## src/ids_pkg.sv

```systemverilog
package ids_pkg;

  // ==========================================================
  // Logical devices and register banks
  localparam int NUM_DEV = 5;
  localparam logic [2:0] DEV_FDC = 3'h0;
  localparam logic [2:0] DEV_PP = 3'h1;
  localparam logic [2:0] DEV_UART1 = 3'h2;
  localparam logic [2:0] DEV_UART2 = 3'h3;
  localparam logic [2:0] DEV_SCI = 3'h4;
  localparam logic [2:0] BANK_GLOBAL = 3'h5;

  // ==========================================================
  // Per-device register offsets inside a bank
  localparam logic [7:0] OFF_ACTIVATE = 8'h30;
  localparam logic [7:0] OFF_BASE = 8'h60;
  localparam logic [7:0] OFF_IRQ_SEL = 8'h70;
  localparam logic [7:0] OFF_DMA_SEL = 8'h74;
  localparam logic [7:0] OFF_GATE = 8'h80;

  // ==========================================================
  // Global bank offsets
  localparam logic [7:0] OFF_TASK_BASE = 8'h00;
  localparam logic [7:0] OFF_MISC_BASE = 8'h04;
  localparam logic [7:0] OFF_TWO_WIRE_BASE = 8'h08;
  localparam logic [7:0] OFF_PM_BASE = 8'h0C;
  localparam logic [7:0] OFF_LINE_STATUS = 8'h10;

  // ==========================================================
  // Reset values
  localparam logic [3:0] IRQ_SEL_RESET = 4'h0;
  localparam logic [2:0] DMA_SEL_RESET = 3'h4;

  // ==========================================================
  // Device gate word fields
  localparam int GATE_FDC_POWER_DOWN = 0;
  localparam int GATE_FDC_DMA = 3;
  localparam int GATE_PP_MODE = 0;
  localparam int GATE_PP_SERVICE_MASK = 2;
  localparam int GATE_PP_ECP_DMA = 3;
  localparam int GATE_PP_IRQ = 4;
  localparam int GATE_PP_ECR_MODE = 5;
  localparam int GATE_UART_IER = 0;
  localparam int GATE_UART_AUX = 10;
  localparam logic [1:0] PP_MODE_SPP = 2'h0;
  localparam logic [1:0] PP_MODE_ECP = 2'h2;
  localparam logic [2:0] ECR_FIFO = 3'h2;
  localparam logic [2:0] ECR_ECP = 3'h3;
  localparam logic [2:0] ECR_TEST = 3'h6;

  // ==========================================================
  // Interrupt select codes
  localparam logic [3:0] IRQ_NONE = 4'h0;
  localparam logic [3:0] IRQ_RESERVED = 4'h2;
  localparam logic [3:0] IRQ_SCI_ONLY = 4'hD;

  // ==========================================================
  // Address decode
  localparam logic [11:0] BASE_MIN = 12'h100;
  localparam logic [11:0] ALIGN8_MASK = 12'h007;
  localparam logic [11:0] ALIGN4_MASK = 12'h003;
  localparam logic [3:0] PM_LAST_CTRL = 4'h5;
  localparam logic [3:0] PM_TIMER_FIRST = 4'h8;
  localparam logic [3:0] PM_TIMER_LAST = 4'hB;
  localparam logic [2:0] SCI_RESERVED = 3'h5;

  // ==========================================================
  // Carriers
  typedef struct packed {
    logic psel;
    logic penable;
    logic pwrite;
    logic [11:0] paddr;
    logic [31:0] pwdata;
  } ids_apb_req_type;

  typedef struct packed {
    logic [NUM_DEV-1:0][3:0] irqSel;
    logic [NUM_DEV-1:0][2:0] dmaSel;
    logic [NUM_DEV-1:0][11:0] devBase;
    logic [NUM_DEV-1:0] devActive;
    logic [NUM_DEV-1:0][15:0] devGate;
    logic [11:0] taskBase;
    logic [11:0] miscBase;
    logic [11:0] twoWireBase;
    logic [11:0] pmBase;
    logic [11:0] addrMeta;
    logic [11:0] addrSync;
    logic [3:0] dackMeta_n;
    logic [3:0] dackSync_n;
    logic [15:0] irqLine;
    logic [15:0] irqOe_n;
    logic [3:0] dmaLine;
    logic [3:0] dmaOe_n;
    logic [NUM_DEV-1:0] devDack;
    logic taskSelect_n;
    logic auxSelect_n;
    logic twoWireHit;
    logic [1:0] twoWireOffset;
    logic pmHit;
    logic [3:0] pmOffset;
    logic sciHit;
    logic [2:0] sciOffset;
    logic [31:0] prdata;
    logic pready;
    logic pslverr;
  } ids_state_type;

endpackage

```

## src/ids_route.sv

```systemverilog
module ids_route #(
  parameter bit IS_SCI = 1'b0
) (
  // Selection
  input wire logic [3:0] irqSel,
  input wire logic [2:0] dmaSel,
  // Gates
  input wire logic devOn,
  input wire logic irqEnable,
  input wire logic dmaEnable,
  input wire logic irqActiveLow,
  // Requests
  input wire logic irqReq,
  input wire logic dma_request_line,
  // Routed lines
  output logic [15:0] irqDrive,
  output logic [15:0] irqValue,
  output logic [3:0] dmaDrive,
  output logic [3:0] dmaValue
);

  logic irqCodeOk;
  logic irqOn;
  logic dmaOn;

  // ==========================================================
  // Interrupt line
  assign irqCodeOk = irqSel != ids_pkg::IRQ_NONE && irqSel != ids_pkg::IRQ_RESERVED
                     && (IS_SCI || irqSel != ids_pkg::IRQ_SCI_ONLY); // see RULE1 see RULE2
  assign irqOn = devOn && irqEnable && irqCodeOk; // see RULE4 see RULE13
  assign irqDrive = irqOn ? (16'h0001 << irqSel) : 16'h0000;
  // Edge polarity flips only for the parallel port's enhanced modes
  assign irqValue = irqDrive & {16{irqReq ^ irqActiveLow}}; // see RULE3

  // ==========================================================
  // DMA channel
  assign dmaOn = devOn && dmaEnable && !dmaSel[2]; // see RULE10 see RULE11
  assign dmaDrive = dmaOn ? (4'h1 << dmaSel[1:0]) : 4'h0;
  assign dmaValue = dmaDrive & {4{dma_request_line}};

endmodule

```

## src/ids_steering.sv

```systemverilog
// Contract
// RULE1: Low select nibble picks interrupt line number
// RULE2: Line thirteen only for system control interrupt
// RULE3: Interrupts are high edges except enhanced parallel
// RULE4: Drive line only when selected and enabled
// RULE5: Floppy gate off or powered down: tri-state
// RULE6: Parallel irq needs gate; ECP needs mask clear
// RULE7: UART irq needs an enable bit and aux
// RULE8: UART aux output low tri-states its interrupt
// RULE9: Unselected interrupt lines stay high impedance
// RULE10: DMA codes zero-three pick channel, else none
// RULE11: DMA active needs valid code and gate
// RULE12: Unselected DMA request lines stay high impedance
// RULE13: Device register disables also drop irq/ack
// RULE14: SPP/EPP parallel gate clear tri-states interrupt
// RULE15: ECP DMA follows gate; irq per mode
// RULE16: Drive and address decode need only configuration
// RULE17: Base decode uses address bits eleven-zero
// RULE18: Task select eight bytes, aux select one
// RULE19: Two-wire bus decodes four registers, aligned
// RULE20: Power events decode status/enable/control and timer
// RULE21: System control block decodes eight-byte layout
// RULE22: Out-of-range base ignores accesses, disables device
// RULE23: Unused select bits read zero, ignore writes
//
// The APB interface to the registers was chosen for this implementation.
module ids_steering (
  // Clock and reset
  input wire logic core_clk,
  input wire logic sys_rst,
  input wire logic ce,
  // Register bus
  input wire ids_pkg::ids_apb_req_type apbReq,
  output logic [31:0] prdata,
  output logic pready,
  output logic pslverr,
  // Requests from the logical devices
  input wire logic [ids_pkg::NUM_DEV-1:0] devIrqReq,
  input wire logic [ids_pkg::NUM_DEV-1:0] devDmaReq,
  output logic [ids_pkg::NUM_DEV-1:0] devDack,
  // ISA pins
  input wire logic [11:0] isaAddr,
  input wire logic [3:0] dmaAck_n,
  output logic [15:0] irqLine,
  output logic [15:0] irqOe_n,
  output logic [3:0] dmaLine,
  output logic [3:0] dmaOe_n,
  // Address decode
  output logic driveTaskSelect_n,
  output logic driveAuxSelect_n,
  output logic twoWireHit,
  output logic [1:0] twoWireOffset,
  output logic pmHit,
  output logic [3:0] pmOffset,
  output logic sciHit,
  output logic [2:0] sciOffset
);

  ids_pkg::ids_state_type st;
  ids_pkg::ids_state_type next_st;
  logic [ids_pkg::NUM_DEV-1:0] baseOk;
  logic [ids_pkg::NUM_DEV-1:0] devOn;
  logic [ids_pkg::NUM_DEV-1:0] irqEn;
  logic [ids_pkg::NUM_DEV-1:0] floppy_dma_gate;
  logic [ids_pkg::NUM_DEV-1:0] activeLow;
  logic [ids_pkg::NUM_DEV-1:0][15:0] routeIrqDrive;
  logic [ids_pkg::NUM_DEV-1:0][15:0] routeIrqValue;
  logic [ids_pkg::NUM_DEV-1:0][3:0] routeDmaDrive;
  logic [ids_pkg::NUM_DEV-1:0][3:0] routeDmaValue;
  logic [15:0] anyIrqDrive;
  logic [15:0] anyIrqValue;
  logic [3:0] anyDmaDrive;
  logic [3:0] anyDmaValue;
  logic [2:0] bank;
  logic [7:0] regOff;
  logic [32:0] rdWord;
  logic ppEcp;
  logic ecrOn;
  logic [3:0] pmOff;

  // ==========================================================
  // Base validity and device gates
  function automatic logic baseValid(input logic [11:0] b, input logic [11:0] lo, input logic [11:0] mask);
    baseValid = b >= lo && (b & mask) == 12'h000;
  endfunction

  // Only A11:A0 are ever compared, so upper address bits are not stored
  assign baseOk[ids_pkg::DEV_FDC] = baseValid(st.devBase[ids_pkg::DEV_FDC], ids_pkg::BASE_MIN,
                                              ids_pkg::ALIGN8_MASK); // see RULE22
  assign baseOk[ids_pkg::DEV_PP] = baseValid(st.devBase[ids_pkg::DEV_PP], ids_pkg::BASE_MIN,
                                             ids_pkg::ALIGN4_MASK); // see RULE22
  assign baseOk[ids_pkg::DEV_UART1] = baseValid(st.devBase[ids_pkg::DEV_UART1], ids_pkg::BASE_MIN,
                                                ids_pkg::ALIGN8_MASK); // see RULE22
  assign baseOk[ids_pkg::DEV_UART2] = baseValid(st.devBase[ids_pkg::DEV_UART2], ids_pkg::BASE_MIN,
                                                ids_pkg::ALIGN8_MASK); // see RULE22
  assign baseOk[ids_pkg::DEV_SCI] = baseValid(st.devBase[ids_pkg::DEV_SCI], 12'h000,
                                              ids_pkg::ALIGN8_MASK); // see RULE22
  assign devOn = st.devActive & baseOk; // see RULE13 see RULE22

  assign ppEcp = st.devGate[ids_pkg::DEV_PP][ids_pkg::GATE_PP_MODE +: 2] == ids_pkg::PP_MODE_ECP;
  assign ecrOn = st.devGate[ids_pkg::DEV_PP][ids_pkg::GATE_PP_ECR_MODE +: 3] == ids_pkg::ECR_FIFO
                 || st.devGate[ids_pkg::DEV_PP][ids_pkg::GATE_PP_ECR_MODE +: 3] == ids_pkg::ECR_ECP
                 || st.devGate[ids_pkg::DEV_PP][ids_pkg::GATE_PP_ECR_MODE +: 3] == ids_pkg::ECR_TEST;

  assign irqEn[ids_pkg::DEV_FDC] = st.devGate[ids_pkg::DEV_FDC][ids_pkg::GATE_FDC_DMA]
                                   && !st.devGate[ids_pkg::DEV_FDC][ids_pkg::GATE_FDC_POWER_DOWN]; // see RULE5
  assign floppy_dma_gate[ids_pkg::DEV_FDC] = irqEn[ids_pkg::DEV_FDC]; // see RULE5 see RULE11
  // Gate clear tri-states SPP/EPP; ECP modes 010/011/110 bypass the gate
  assign irqEn[ids_pkg::DEV_PP] = ppEcp ?
    ((ecrOn || st.devGate[ids_pkg::DEV_PP][ids_pkg::GATE_PP_IRQ])
     && !st.devGate[ids_pkg::DEV_PP][ids_pkg::GATE_PP_SERVICE_MASK]) // see RULE6 see RULE15
    : st.devGate[ids_pkg::DEV_PP][ids_pkg::GATE_PP_IRQ]; // see RULE14
  assign floppy_dma_gate[ids_pkg::DEV_PP] = ppEcp && st.devGate[ids_pkg::DEV_PP][ids_pkg::GATE_PP_ECP_DMA]; // see RULE15
  assign irqEn[ids_pkg::DEV_UART1] = |st.devGate[ids_pkg::DEV_UART1][ids_pkg::GATE_UART_IER +: 4]
                                     && st.devGate[ids_pkg::DEV_UART1][ids_pkg::GATE_UART_AUX]; // see RULE7 see RULE8
  assign irqEn[ids_pkg::DEV_UART2] = |st.devGate[ids_pkg::DEV_UART2][ids_pkg::GATE_UART_IER +: 4]
                                     && st.devGate[ids_pkg::DEV_UART2][ids_pkg::GATE_UART_AUX]; // see RULE7 see RULE8
  assign floppy_dma_gate[ids_pkg::DEV_UART1] = 1'b0;
  assign floppy_dma_gate[ids_pkg::DEV_UART2] = 1'b0;
  assign irqEn[ids_pkg::DEV_SCI] = 1'b1;
  assign floppy_dma_gate[ids_pkg::DEV_SCI] = 1'b0;
  assign activeLow = {3'b000, st.devGate[ids_pkg::DEV_PP][ids_pkg::GATE_PP_MODE +: 2] != ids_pkg::PP_MODE_SPP,
                      1'b0}; // see RULE3

  // ==========================================================
  // Per-device routing
  genvar gi;
  generate
    for (gi = 0; gi < ids_pkg::NUM_DEV; gi++) begin : gRoute
      ids_route #(.IS_SCI(gi == ids_pkg::DEV_SCI)) uRoute (
        .irqSel(st.irqSel[gi]),
        .dmaSel(st.dmaSel[gi]),
        .devOn(devOn[gi]),
        .irqEnable(irqEn[gi]),
        .dmaEnable(floppy_dma_gate[gi]),
        .irqActiveLow(activeLow[gi]),
        .irqReq(devIrqReq[gi]),
        .dma_request_line(devDmaReq[gi]),
        .irqDrive(routeIrqDrive[gi]),
        .irqValue(routeIrqValue[gi]),
        .dmaDrive(routeDmaDrive[gi]),
        .dmaValue(routeDmaValue[gi])
      );
    end
  endgenerate

  // ==========================================================
  // Register read decode
  assign bank = st.pready ? 3'h7 : apbReq.paddr[10:8];
  assign regOff = apbReq.paddr[7:0];
  assign pmOff = st.addrSync[3:0];

  always_comb begin
    rdWord = {1'b0, 32'h0000_0000};
    if (!apbReq.paddr[11] && bank < ids_pkg::NUM_DEV) begin
      unique case (regOff)
        ids_pkg::OFF_ACTIVATE: rdWord = {1'b1, 31'h0000_0000, st.devActive[bank]};
        ids_pkg::OFF_BASE: rdWord = {1'b1, 20'h00000, st.devBase[bank]};
        ids_pkg::OFF_IRQ_SEL: rdWord = {1'b1, 28'h000_0000, st.irqSel[bank]}; // see RULE23
        ids_pkg::OFF_DMA_SEL: rdWord = {1'b1, 29'h000_0000, st.dmaSel[bank]}; // see RULE23
        ids_pkg::OFF_GATE: rdWord = {1'b1, 16'h0000, st.devGate[bank]};
        default: rdWord = {1'b0, 32'h0000_0000};
      endcase
    end else if (!apbReq.paddr[11] && bank == ids_pkg::BANK_GLOBAL) begin
      unique case (regOff)
        ids_pkg::OFF_TASK_BASE: rdWord = {1'b1, 20'h00000, st.taskBase};
        ids_pkg::OFF_MISC_BASE: rdWord = {1'b1, 20'h00000, st.miscBase};
        ids_pkg::OFF_TWO_WIRE_BASE: rdWord = {1'b1, 20'h00000, st.twoWireBase};
        ids_pkg::OFF_PM_BASE: rdWord = {1'b1, 20'h00000, st.pmBase};
        ids_pkg::OFF_LINE_STATUS: rdWord = {1'b1, 12'h000, st.dmaLine, st.irqLine};
        default: rdWord = {1'b0, 32'h0000_0000};
      endcase
    end
  end

  // ==========================================================
  // Next state
  always_comb begin
    next_st = st;
    anyIrqDrive = 16'h0000;
    anyIrqValue = 16'h0000;
    anyDmaDrive = 4'h0;
    anyDmaValue = 4'h0;
    for (int d = 0; d < ids_pkg::NUM_DEV; d++) begin
      anyIrqDrive = anyIrqDrive | routeIrqDrive[d];
      anyIrqValue = anyIrqValue | routeIrqValue[d];
      anyDmaDrive = anyDmaDrive | routeDmaDrive[d];
      anyDmaValue = anyDmaValue | routeDmaValue[d];
      // Acknowledge reaches a device only through its own live channel
      next_st.devDack[d] = |(routeDmaDrive[d] & ~st.dackSync_n); // see RULE5 see RULE13
    end
    next_st.irqLine = anyIrqValue;
    next_st.irqOe_n = ~anyIrqDrive; // see RULE9
    next_st.dmaLine = anyDmaValue;
    next_st.dmaOe_n = ~anyDmaDrive; // see RULE12

    // Pins from the ISA side pass two flops before decode
    next_st.addrMeta = isaAddr; // see RULE17
    next_st.addrSync = st.addrMeta;
    next_st.dackMeta_n = dmaAck_n;
    next_st.dackSync_n = st.dackMeta_n;

    // Decode needs no enable beyond its base registers, except system control decode, which also needs its device on
    next_st.taskSelect_n = st.addrSync[11:3] != st.taskBase[11:3]; // see RULE16 see RULE18
    next_st.auxSelect_n = st.addrSync != st.miscBase; // see RULE18
    next_st.twoWireHit = st.addrSync[11:2] == st.twoWireBase[11:2]; // see RULE19
    next_st.twoWireOffset = st.addrSync[1:0];
    next_st.pmHit = st.addrSync[11:4] == st.pmBase[11:4]
                    && (pmOff <= ids_pkg::PM_LAST_CTRL
                        || (pmOff >= ids_pkg::PM_TIMER_FIRST && pmOff <= ids_pkg::PM_TIMER_LAST)); // see RULE20
    next_st.pmOffset = pmOff;
    next_st.sciHit = devOn[ids_pkg::DEV_SCI] && st.addrSync[11:3] == st.devBase[ids_pkg::DEV_SCI][11:3]
                     && st.addrSync[2:0] != ids_pkg::SCI_RESERVED; // see RULE21 see RULE22
    next_st.sciOffset = st.addrSync[2:0];

    // Zero-wait slave: read data captured in setup, ready in access
    next_st.pready = 1'b0;
    if (apbReq.psel && !apbReq.penable) begin
      next_st.pready = 1'b1;
      next_st.prdata = rdWord[31:0];
      next_st.pslverr = !rdWord[32];
    end
    if (apbReq.psel && apbReq.penable && st.pready && apbReq.pwrite && !st.pslverr) begin
      if (apbReq.paddr[10:8] < ids_pkg::NUM_DEV) begin
        unique case (regOff)
          ids_pkg::OFF_ACTIVATE: next_st.devActive[apbReq.paddr[10:8]] = apbReq.pwdata[0];
          ids_pkg::OFF_BASE: next_st.devBase[apbReq.paddr[10:8]] = apbReq.pwdata[11:0];
          ids_pkg::OFF_IRQ_SEL: next_st.irqSel[apbReq.paddr[10:8]] = apbReq.pwdata[3:0]; // see RULE23
          ids_pkg::OFF_DMA_SEL: next_st.dmaSel[apbReq.paddr[10:8]] = apbReq.pwdata[2:0]; // see RULE23
          ids_pkg::OFF_GATE: next_st.devGate[apbReq.paddr[10:8]] = apbReq.pwdata[15:0];
          default: next_st.pslverr = st.pslverr;
        endcase
      end else begin
        unique case (regOff)
          ids_pkg::OFF_TASK_BASE: next_st.taskBase = apbReq.pwdata[11:0];
          ids_pkg::OFF_MISC_BASE: next_st.miscBase = apbReq.pwdata[11:0];
          ids_pkg::OFF_TWO_WIRE_BASE: next_st.twoWireBase = apbReq.pwdata[11:0];
          ids_pkg::OFF_PM_BASE: next_st.pmBase = apbReq.pwdata[11:0];
          default: next_st.pslverr = st.pslverr;
        endcase
      end
    end
  end

  always_ff @(posedge core_clk or posedge sys_rst) begin
    if (sys_rst) begin
      st <= '0;
      st.irqSel <= {ids_pkg::NUM_DEV{ids_pkg::IRQ_SEL_RESET}};
      st.dmaSel <= {ids_pkg::NUM_DEV{ids_pkg::DMA_SEL_RESET}};
      st.irqOe_n <= 16'hFFFF;
      st.dmaOe_n <= 4'hF;
      st.dackMeta_n <= 4'hF;
      st.dackSync_n <= 4'hF;
      st.taskSelect_n <= 1'b1;
      st.auxSelect_n <= 1'b1;
    end else if (ce) begin
      st <= next_st;
    end
  end

  // ==========================================================
  // Outputs
  assign prdata = st.prdata;
  assign pready = st.pready;
  assign pslverr = st.pslverr;
  assign devDack = st.devDack;
  assign irqLine = st.irqLine;
  assign irqOe_n = st.irqOe_n;
  assign dmaLine = st.dmaLine;
  assign dmaOe_n = st.dmaOe_n;
  assign driveTaskSelect_n = st.taskSelect_n;
  assign driveAuxSelect_n = st.auxSelect_n;
  assign twoWireHit = st.twoWireHit;
  assign twoWireOffset = st.twoWireOffset;
  assign pmHit = st.pmHit;
  assign pmOffset = st.pmOffset;
  assign sciHit = st.sciHit;
  assign sciOffset = st.sciOffset;
endmodule

```

## config.mk

```make
export PLATFORM = sky130hd
export DESIGN_NAME = ids_steering
export DESIGN_NICKNAME = d
export VERILOG_FILES = /design/src/ids_pkg.sv /design/src/ids_route.sv /design/src/ids_steering.sv
export SDC_FILE = /design/constraint.sdc
export NUM_CORES = 1
export LEC_CHECK = 0
export BUFFER_PORTS_ARGS = -buffer_cell sky130_fd_sc_hd__buf_2
export CORE_MARGIN = 2
export CORE_UTILIZATION = 45
export DETAILED_ROUTE_END_ITERATION = 7
export PLACE_DENSITY = 0.66
export SLEW_MARGIN = 5
export SYNTH_ARGS = -nofsm -noshare
export SYNTH_HDL_FRONTEND = slang
export SYNTH_HIERARCHICAL = 1
export SYNTH_SLANG_ARGS = --single-unit
```

## constraint.sdc

```tcl
create_clock -name core_clk -period 10.4 [get_ports core_clk]
set_input_delay 1.56 -clock core_clk [delete_from_list [all_inputs] [get_ports core_clk]]
set_output_delay 1.56 -clock core_clk [all_outputs]
set_load 0.01 [all_outputs]
```

==> results of run 1 <==
==> logic make-up after synthesis <==
family | synth area share [%]
buffers and inverters | 7.94
xor gates and xnor gates | 2.50
other | 0.142
DFF | 45.6
and+or+nand+nor | 16.7
AOI/OAI and AO/OA | 6.89
muxes | 20.2
==> cell usage in the layout, fill, tap and decap left out, types with 37 or more instances in the layout <==
master	instances
sky130_fd_sc_hd__nand3_1	41
sky130_fd_sc_hd__o21ai_0	43
sky130_fd_sc_hd__inv_1	38
sky130_fd_sc_hd__clkbuf_16	37
sky130_fd_sc_hd__dfrtp_1	301
sky130_fd_sc_hd__mux2_2	275
sky130_fd_sc_hd__nor3_1	120
sky130_fd_sc_hd__nor2_1	192
sky130_fd_sc_hd__buf_2	139
sky130_fd_sc_hd__nand2_1	64
sky130_fd_sc_hd__conb_1	54
==> routing by layer <==
layer | global-route usage, % | part of all wire (%)
met5 | 0 | 0
met2 | 39.8 | 49
met3 | 3.52 | 5.8
met1 | 32.4 | 43
met4 | 7.47 | 2.6
==> how the worst min path moves through the flow <==
stage / slack, ps / end / depth (start not counted) / start
CTS: 460 / prdata[19]$_DFFE_PP0P_ / 2 / prdata[19]$_DFFE_PP0P_
global placement: 450 / prdata[16]$_DFFE_PP0P_ / 2 / prdata[16]$_DFFE_PP0P_
floorplan: 440 / prdata[16]$_DFFE_PP0P_ / 2 / prdata[16]$_DFFE_PP0P_
finish: 460 / irqOe_n[12]$_DFFE_PP1P_ / 2 / irqOe_n[12]$_DFFE_PP1P_
global route: 490 / prdata[19]$_DFFE_PP0P_ / 2 / prdata[19]$_DFFE_PP0P_
detailed placement: 450 / prdata[19]$_DFFE_PP0P_ / 2 / prdata[19]$_DFFE_PP0P_
==> tightest hold or removal path: stages (launching register included) <==
cell	delay (ps)
sky130_fd_sc_hd__dfstp_2	360
sky130_fd_sc_hd__inv_1	40
sky130_fd_sc_hd__o21ai_0	60
==> power groups by stage <==
stage	sequential (mW)	combinational (mW)	clock, mW
after detailed placement	1.42	0.252	0
after global routing	1.40	0.278	1.32
after floorplan	1.39	0.218	0
final	1.39	0.252	1.24
after global placement	1.41	0.249	0
after CTS	1.39	0.254	1.27
==> cell type report <==
class | count | area share, %
repair buffers | 159 | 4.28
well taps | 532 | 3.32
flip-flops and latches | 336 | 42.1
clock buffers | 56 | 5.32
diodes | 2 | 0.0249
inverters | 39 | 0.748
multi-input cells | 1191 | 43.9
clock inverters | 7 | 0.330
==> per-stage QoR <==
stage / power (mW) / utilization (%)
after floorplan: 1.61 / -
after global placement: 1.66 / 46.5
after detailed placement: 1.67 / 46.5
after CTS: 2.91 / 49.3
after global routing: 3.00 / 49.3
final: 2.88 / 49.3
==> sequential cells by signal (all words and copies together), names as in the netlist, 2 cells and up <==
name	cells
dmaLine	4
devDack	5
sciOffset	2
irqLine	16
prdata	20
irqOe_n	16
dmaOe_n	4
next_st	20
st	240
pmOffset	2
==> run_summary.xml, run 1 <==
<?xml version="1.0" encoding="UTF-8"?>
<metrics>
  <group name="pwr">
    <metric name="switchingPower" unit="uW">735</metric>
    <metric name="power_leakage" unit="nW">9.10</metric>
    <metric name="worst_vdd_drop" unit="V">0.0000910</metric>
    <metric name="internal_power" unit="mW">2.15</metric>
    <metric name="p_seq_share" unit="%">48.3</metric>
    <metric name="power_density" unit="nW/um^2">144</metric>
    <metric name="clock_power_share" unit="%">43.0</metric>
    <metric name="switching_share_of_total_power" unit="%">25.5</metric>
    <metric name="p_comb_share" unit="%">8.7</metric>
  </group>
  <group name="worst_setup_path">
    <metric name="critical_path_depth" unit="">6</metric>
    <metric name="cpLargestDelayFamily" unit="">simple AND/OR/NAND/NOR gates</metric>
    <metric name="critical_path.endpoint_type" unit="">flop</metric>
    <metric name="crit-reg2reg-launch" unit="">pready$_DFFE_PP0P_</metric>
    <metric name="timing.reg2reg.setup_slack" unit="ps">7520</metric>
    <metric name="arrival_time_at_the_worst_endpoint" unit="ps">4640</metric>
    <metric name="cpMaxStageDelayCell" unit="">sky130_fd_sc_hd__nand4_1</metric>
    <metric name="critPathRequiredTime" unit="ps">10830</metric>
    <metric name="critical_path_peak_fanout" unit="">69</metric>
    <metric name="worst-r2r-cell-count" unit="">5</metric>
    <metric name="criticalPathCategory" unit="">in2reg</metric>
    <metric name="endpoint" unit="">st[135]$_DFFE_PP0P_</metric>
    <metric name="total_buffers_and_inverters_traversed_by_the_critical_path" unit="">1</metric>
    <metric name="worst_setup_path_startpoint" unit="">ce</metric>
    <metric name="worst_path_largest_cell_delay" unit="ps">760</metric>
    <metric name="timing.critical_path.from_type" unit="">input port</metric>
    <metric name="critical_path.reg2reg.endpoint" unit="">st[135]$_DFFE_PP0P_</metric>
    <metric name="cp_cell_sequence" unit="">buf_4 &gt; nand2_1 &gt; or4b_4 &gt; nor4_2 &gt; nand4_1 &gt; mux2_2</metric>
  </group>
  <group name="synth">
    <metric name="synth.lib_cells_used.distinct" unit="">71</metric>
    <metric name="syn-mean-instance-area" unit="sq um">10.6</metric>
    <metric name="post_synth_inst_count" unit="">1746</metric>
    <metric name="post_syn_area" unit="sq um">18500</metric>
    <metric name="synth-edff-count" unit="">0</metric>
    <metric name="synth.yosys.seq_area_share" unit="%">45.6</metric>
    <metric name="yosysTopAreaCell" unit="">sky130_fd_sc_hd__dfrtp_1</metric>
    <metric name="yosys-top-cells-count" unit="">sky130_fd_sc_hd__dfrtp_1, sky130_fd_sc_hd__mux2_2, sky130_fd_sc_hd__nor2_1, sky130_fd_sc_hd__nor3_1, sky130_fd_sc_hd__buf_4</metric>
    <metric name="dominantRegCellSynth" unit="">sky130_fd_sc_hd__dfrtp_1</metric>
    <metric name="synth.most_common_cell" unit="">sky130_fd_sc_hd__dfrtp_1</metric>
    <metric name="async_reset_ff_share" unit="%">100</metric>
    <metric name="post-synth-top-area-fraction" unit="%">40.6</metric>
    <metric name="synthTopCellsByArea" unit="">sky130_fd_sc_hd__dfrtp_1, sky130_fd_sc_hd__mux2_2, sky130_fd_sc_hd__dfstp_2</metric>
    <metric name="postSynthRegisterBits" unit="">336</metric>
    <metric name="synth.yosys.warnings" unit="">6</metric>
  </group>
  <group name="placed_design">
    <metric name="placedInstanceArea" unit="sq um">18900</metric>
    <metric name="final_hpwl_from_detailed_placement" unit="mm">35.4</metric>
    <metric name="io_buffers" unit="">140</metric>
    <metric name="gp_congestion" unit="">0.924</metric>
    <metric name="placement.setup.worst_slack" unit="ps">5690</metric>
    <metric name="placed_cells_incl_taps" unit="">2257</metric>
  </group>
  <group name="worst_hold_path">
    <metric name="hold_path_class" unit="">reg2reg</metric>
  </group>
  <group name="run">
    <metric name="drv.max_cap_violation_count" unit="">0</metric>
  </group>
  <group name="cells_and_area">
    <metric name="post_route_cells_drive_above_1_share" unit="%">33.4</metric>
    <metric name="register_area" unit="sq um">8450</metric>
    <metric name="multi_input_comb_area" unit="sq um">8800</metric>
    <metric name="finish.net_count" unit="">1840</metric>
    <metric name="number_of_filler_cells_placed_in_the_layout" unit="">3698</metric>
    <metric name="final_cells" unit="">2322</metric>
    <metric name="stdcell_area" unit="sq um">20100</metric>
    <metric name="area_growth" unit="%">8.29</metric>
  </group>
  <group name="floorplan">
    <metric name="die_x" unit="um">207</metric>
    <metric name="initial_util" unit="%">45.5</metric>
    <metric name="coreArea" unit="sq um">40700</metric>
    <metric name="core.rowCount" unit="">74</metric>
    <metric name="io-pin-count" unit="">169</metric>
    <metric name="floorplan.die_area" unit="sq um">42800</metric>
    <metric name="die_h" unit="um">207</metric>
  </group>
  <group name="clock_network">
    <metric name="cts_buffers" unit="">37</metric>
    <metric name="ctsHoldBuffers" unit="">0</metric>
    <metric name="clock_net_sink_count" unit="">336</metric>
    <metric name="post_cts_resize_count" unit="">0</metric>
    <metric name="post_cts.repair.setup_buffers" unit="">0</metric>
    <metric name="clock_insertion_delay_worst_skew" unit="ps">550</metric>
    <metric name="clk_path_buf_depth" unit="">3</metric>
    <metric name="cts_htree_levels" unit="">2</metric>
    <metric name="path_clk_slew" unit="ps">60</metric>
    <metric name="tritoncts" unit="">done</metric>
    <metric name="clock-root-buffer" unit="">sky130_fd_sc_hd__clkbuf_16</metric>
  </group>
  <group name="sta">
    <metric name="finClkSkew" unit="ps">12.4</metric>
    <metric name="setup_repair_after_global_routing_missed_its_margin" unit="">false</metric>
    <metric name="report.final.hold_viol_count" unit="">0</metric>
    <metric name="post-route-period-util" unit="%">40.5</metric>
    <metric name="final.setup.worst_slack" unit="ps">6190</metric>
    <metric name="timing.final.max_slew_violations" unit="">0</metric>
    <metric name="finalCriticalPeriod" unit="ps">4210</metric>
    <metric name="worst_pin_slew" unit="ps">1350</metric>
    <metric name="timing.final.setup_violations" unit="">0</metric>
    <metric name="timing.setup.tns" unit="ps">0</metric>
    <metric name="worst_hold_slack" unit="ps">464</metric>
    <metric name="timing.max_slew.rel_slack" unit="%">9.15</metric>
    <metric name="fmax" unit="MHz">237</metric>
  </group>
  <group name="drt">
    <metric name="vias" unit="">13400</metric>
    <metric name="drt-initial-drc-count" unit="">1051</metric>
    <metric name="aggregate_routed_wire_length" unit="mm">50.5</metric>
    <metric name="drc_violation_count_after_routing" unit="">0</metric>
    <metric name="firstDrtPassIters" unit="">5</metric>
    <metric name="route.antenna.remaining_nets" unit="">0</metric>
    <metric name="routed_via_density" unit="">5.76</metric>
    <metric name="routedWlPerCell" unit="um">21.7</metric>
  </group>
  <group name="outcome">
    <metric name="outcome" unit="">completed</metric>
  </group>
  <group name="global_routing">
    <metric name="grt-ovfl-total" unit="">0</metric>
    <metric name="grt_use_total" unit="%">24.0</metric>
    <metric name="grt_max_degree" unit="">153</metric>
    <metric name="grt_first_pass_wirelength" unit="mm">78.8</metric>
    <metric name="antenna_violations_before_repair" unit="">1</metric>
    <metric name="via_count_of_the_first_global_routing_pass" unit="">13200</metric>
  </group>
</metrics>
Note: power is estimated with default switching activity, not from simulation.
==> run 2: changes to the inputs <==
==> constraint.sdc (replaced) <==
create_clock -name core_clk -period 3.7 [get_ports core_clk]
set_input_delay 0.555 -clock core_clk [delete_from_list [all_inputs] [get_ports core_clk]]
set_output_delay 0.555 -clock core_clk [all_outputs]
set_load 0.01 [all_outputs]
==> run 2 against run 1 <==
Compared with the run above:
- clock power rose to 3.2 times the previous value
- sequential share of layout area down 0.77 points
- wire length increased by 2.2%
- non-clock buffer count rose by 22
- first-iteration DRC count is 4.2% higher
- die area did not move
- total power grew to 3.0 times the previous value
- critical endpoint is now prdata[0]$_DFFE_PP0P_
- highest routed layer is now met5
==> run_summary.xml, run 2 (synthesis results as in run 1) <==
<?xml version="1.0" encoding="UTF-8"?>
<metrics>
  <group name="clock_network">
    <metric name="clock_net_sink_count" unit="">336</metric>
    <metric name="cts_buffers" unit="">38</metric>
    <metric name="tritoncts" unit="">done</metric>
    <metric name="clock_insertion_delay_worst_skew" unit="ps">580</metric>
    <metric name="path_clk_slew" unit="ps">60</metric>
    <metric name="clk_path_buf_depth" unit="">3</metric>
    <metric name="cts_htree_levels" unit="">2</metric>
    <metric name="post_cts_resize_count" unit="">0</metric>
    <metric name="clock-root-buffer" unit="">sky130_fd_sc_hd__clkbuf_16</metric>
  </group>
  <group name="cells_and_area">
    <metric name="largest_register_ffs" unit="">240</metric>
    <metric name="layout_common_cells" unit="">sky130_fd_sc_hd__dfrtp_1, sky130_fd_sc_hd__mux2_2, sky130_fd_sc_hd__nor2_1</metric>
    <metric name="most_flops_register" unit="">st</metric>
    <metric name="final_cells" unit="">2350</metric>
    <metric name="stdcell_area" unit="sq um">20400</metric>
    <metric name="number_of_filler_cells_placed_in_the_layout" unit="">3664</metric>
    <metric name="multi_input_comb_area" unit="sq um">8800</metric>
    <metric name="post_route_cells_drive_above_1_share" unit="%">34.5</metric>
    <metric name="area_growth" unit="%">10.3</metric>
    <metric name="register_area" unit="sq um">8450</metric>
    <metric name="layout_commonest_cell" unit="">sky130_fd_sc_hd__dfrtp_1</metric>
    <metric name="finish.utilization" unit="%">50.2</metric>
    <metric name="finish.net_count" unit="">1863</metric>
  </group>
  <group name="drt">
    <metric name="routed_via_density" unit="">5.74</metric>
    <metric name="drc_violation_count_after_routing" unit="">0</metric>
    <metric name="firstDrtPassIters" unit="">5</metric>
    <metric name="drt-initial-drc-count" unit="">1095</metric>
    <metric name="routedWlPerCell" unit="um">21.9</metric>
    <metric name="route.antenna.remaining_nets" unit="">0</metric>
    <metric name="vias" unit="">13500</metric>
    <metric name="aggregate_routed_wire_length" unit="mm">51.6</metric>
  </group>
  <group name="pwr">
    <metric name="p_comb_share" unit="%">8.6</metric>
    <metric name="worst_vdd_drop" unit="V">0.000241</metric>
    <metric name="switching_share_of_total_power" unit="%">25.0</metric>
    <metric name="power_leakage" unit="nW">9.30</metric>
    <metric name="clock_power_share" unit="%">45.7</metric>
    <metric name="power_density" unit="nW/um^2">418</metric>
    <metric name="total_power" unit="mW">8.55</metric>
    <metric name="p_seq_share" unit="%">45.7</metric>
    <metric name="switchingPower" unit="mW">2.14</metric>
    <metric name="internal_power" unit="mW">6.42</metric>
  </group>
  <group name="sta">
    <metric name="final.setup.worst_slack" unit="ps">950</metric>
    <metric name="timing.final.setup_violations" unit="">0</metric>
    <metric name="finalCriticalPeriod" unit="ps">2750</metric>
    <metric name="finClkSkew" unit="ps">25.6</metric>
    <metric name="setup_repair_after_global_routing_missed_its_margin" unit="">false</metric>
    <metric name="worst_pin_slew" unit="ps">1160</metric>
    <metric name="timing.setup.tns" unit="ps">0</metric>
    <metric name="timing.final.max_slew_violations" unit="">0</metric>
    <metric name="post-route-period-util" unit="%">74.3</metric>
    <metric name="report.final.hold_viol_count" unit="">0</metric>
    <metric name="timing.max_slew.rel_slack" unit="%">22.7</metric>
    <metric name="fmax" unit="MHz">364</metric>
    <metric name="worst_hold_slack" unit="ps">210</metric>
  </group>
  <group name="worst_setup_path">
    <metric name="timing.reg2reg.setup_slack" unit="ps">950</metric>
    <metric name="timing.critical_path.from_type" unit="">flop</metric>
    <metric name="criticalPathCategory" unit="">reg2reg</metric>
    <metric name="critPathRequiredTime" unit="ps">4180</metric>
    <metric name="worst-r2r-cell-count" unit="">7</metric>
    <metric name="critical_path_peak_fanout" unit="">22</metric>
    <metric name="crit-reg2reg-launch" unit="">pready$_DFFE_PP0P_</metric>
    <metric name="critical_path.endpoint_type" unit="">flop</metric>
    <metric name="critical_path.reg2reg.endpoint" unit="">prdata[0]$_DFFE_PP0P_</metric>
    <metric name="arrival_time_at_the_worst_endpoint" unit="ps">3230</metric>
  </group>
  <group name="run">
    <metric name="drv.max_cap_violation_count" unit="">0</metric>
  </group>
  <group name="worst_hold_path">
    <metric name="hold_start" unit="">isaAddr[9]</metric>
    <metric name="hold_depth" unit="">2</metric>
    <metric name="worst_hold_path.endpoint" unit="">next_st[110]$_DFFE_PP0P_</metric>
    <metric name="hold_path_class" unit="">in2reg</metric>
  </group>
  <group name="floorplan">
    <metric name="die_x" unit="um">207</metric>
    <metric name="core.rowCount" unit="">74</metric>
    <metric name="die_h" unit="um">207</metric>
    <metric name="initial_util" unit="%">45.5</metric>
    <metric name="floorplan.die_area" unit="sq um">42800</metric>
    <metric name="coreArea" unit="sq um">40700</metric>
    <metric name="io-pin-count" unit="">169</metric>
  </group>
  <group name="outcome">
    <metric name="outcome" unit="">completed</metric>
  </group>
  <group name="global_routing">
    <metric name="grt_max_degree" unit="">118</metric>
    <metric name="grt_first_pass_wirelength" unit="mm">79.7</metric>
    <metric name="grt-ovfl-total" unit="">0</metric>
    <metric name="grt_use_total" unit="%">24.6</metric>
    <metric name="via_count_of_the_first_global_routing_pass" unit="">13500</metric>
    <metric name="antenna_violations_before_repair" unit="">2</metric>
  </group>
  <group name="placed_design">
    <metric name="placedInstanceArea" unit="sq um">19100</metric>
    <metric name="gp_congestion" unit="">0.923</metric>
    <metric name="placed_cells_incl_taps" unit="">2278</metric>
    <metric name="final_hpwl_from_detailed_placement" unit="mm">36.5</metric>
    <metric name="io_buffers" unit="">140</metric>
    <metric name="placement.setup.worst_slack" unit="ps">625</metric>
  </group>
</metrics>
## run 2: changes by cell type in the layout (fill, tap and decap cells not counted), sizes merged
| cell | before | now |
|---|---|---|
| clkinvlp | 2 | 3 |
| inv | 39 | 38 |
| clkinv | 5 | 3 |
| buf | 159 | 180 |
| bufinv | 0 | 2 |
| dlygate4sd3 | 0 | 1 |
| clkbuf | 56 | 62 |
## run 2: worst max-delay path by stage
stage                              startpoint                      to  slack, ps  cells past startpoint
after floorplan                       sys_rst  devDack[0]$_DFFE_PP0P_      -1320                      1
after global placement             apbReq[35]     st[256]$_DFFE_PP0P_        680                      6
after detailed placement           apbReq[35]     st[252]$_DFFE_PP0P_        620                      6
after CTS                 st[189]$_DFFE_PP0P_  irqLine[8]$_DFFE_PP0P_       1040                      7
after global routing       pready$_DFFE_PP0P_  prdata[14]$_DFFE_PP0P_        910                      7
final                      pready$_DFFE_PP0P_   prdata[0]$_DFFE_PP0P_        950                      7
## run 2: layer usage
layer  wire [um]  GRT usage (%)  vias to the layer above
li1            -              -                     6179
met1       21700           32.4                     6713
met2       24200           39.2                      473
met3        3210           4.93                      131
met4        2380           11.2                        2
met5          12              0                        -
## run 2: layout make-up
type,count,share of cell area [%]
Antenna cell,2,0.0245
Clock buffer,62,5.84
Clock inverter,7,0.551
Inverter,39,0.734
Multi-Input combinational cell,1191,43.0
Sequential cell,336,41.3
Tap cell,532,3.26
Timing Repair Buffer,181,5.20
## run 2: worst max-delay path, stage by stage (launching register included)
cell and delay (ps):
sky130_fd_sc_hd__dfrtp_1 390, sky130_fd_sc_hd__buf_4 250, sky130_fd_sc_hd__nor4b_4 980, sky130_fd_sc_hd__a32oi_1 110, sky130_fd_sc_hd__a2111oi_0 490, sky130_fd_sc_hd__a31o_2 170
sky130_fd_sc_hd__o31ai_1 110, sky130_fd_sc_hd__a21oi_1 170
## run 2: power by group through the flow
| stage | combinational [mW] | sequential [mW] | clock, mW |
|---|---|---|---|
| floorplan | 0.613 | 3.91 | 0 |
| global placement | 0.723 | 3.97 | 0 |
| detailed placement | 0.731 | 3.98 | 0 |
| CTS | 0.739 | 3.91 | 3.99 |
| global route | 0.809 | 3.93 | 4.14 |
| finish | 0.733 | 3.91 | 3.91 |
## run 2: what timing repair did
action	in CTS	in global routing
endpoints found under the hold margin	6	0
setup buffers	0	0
setup endpoints to repair	0	0
hold buffers	1	0
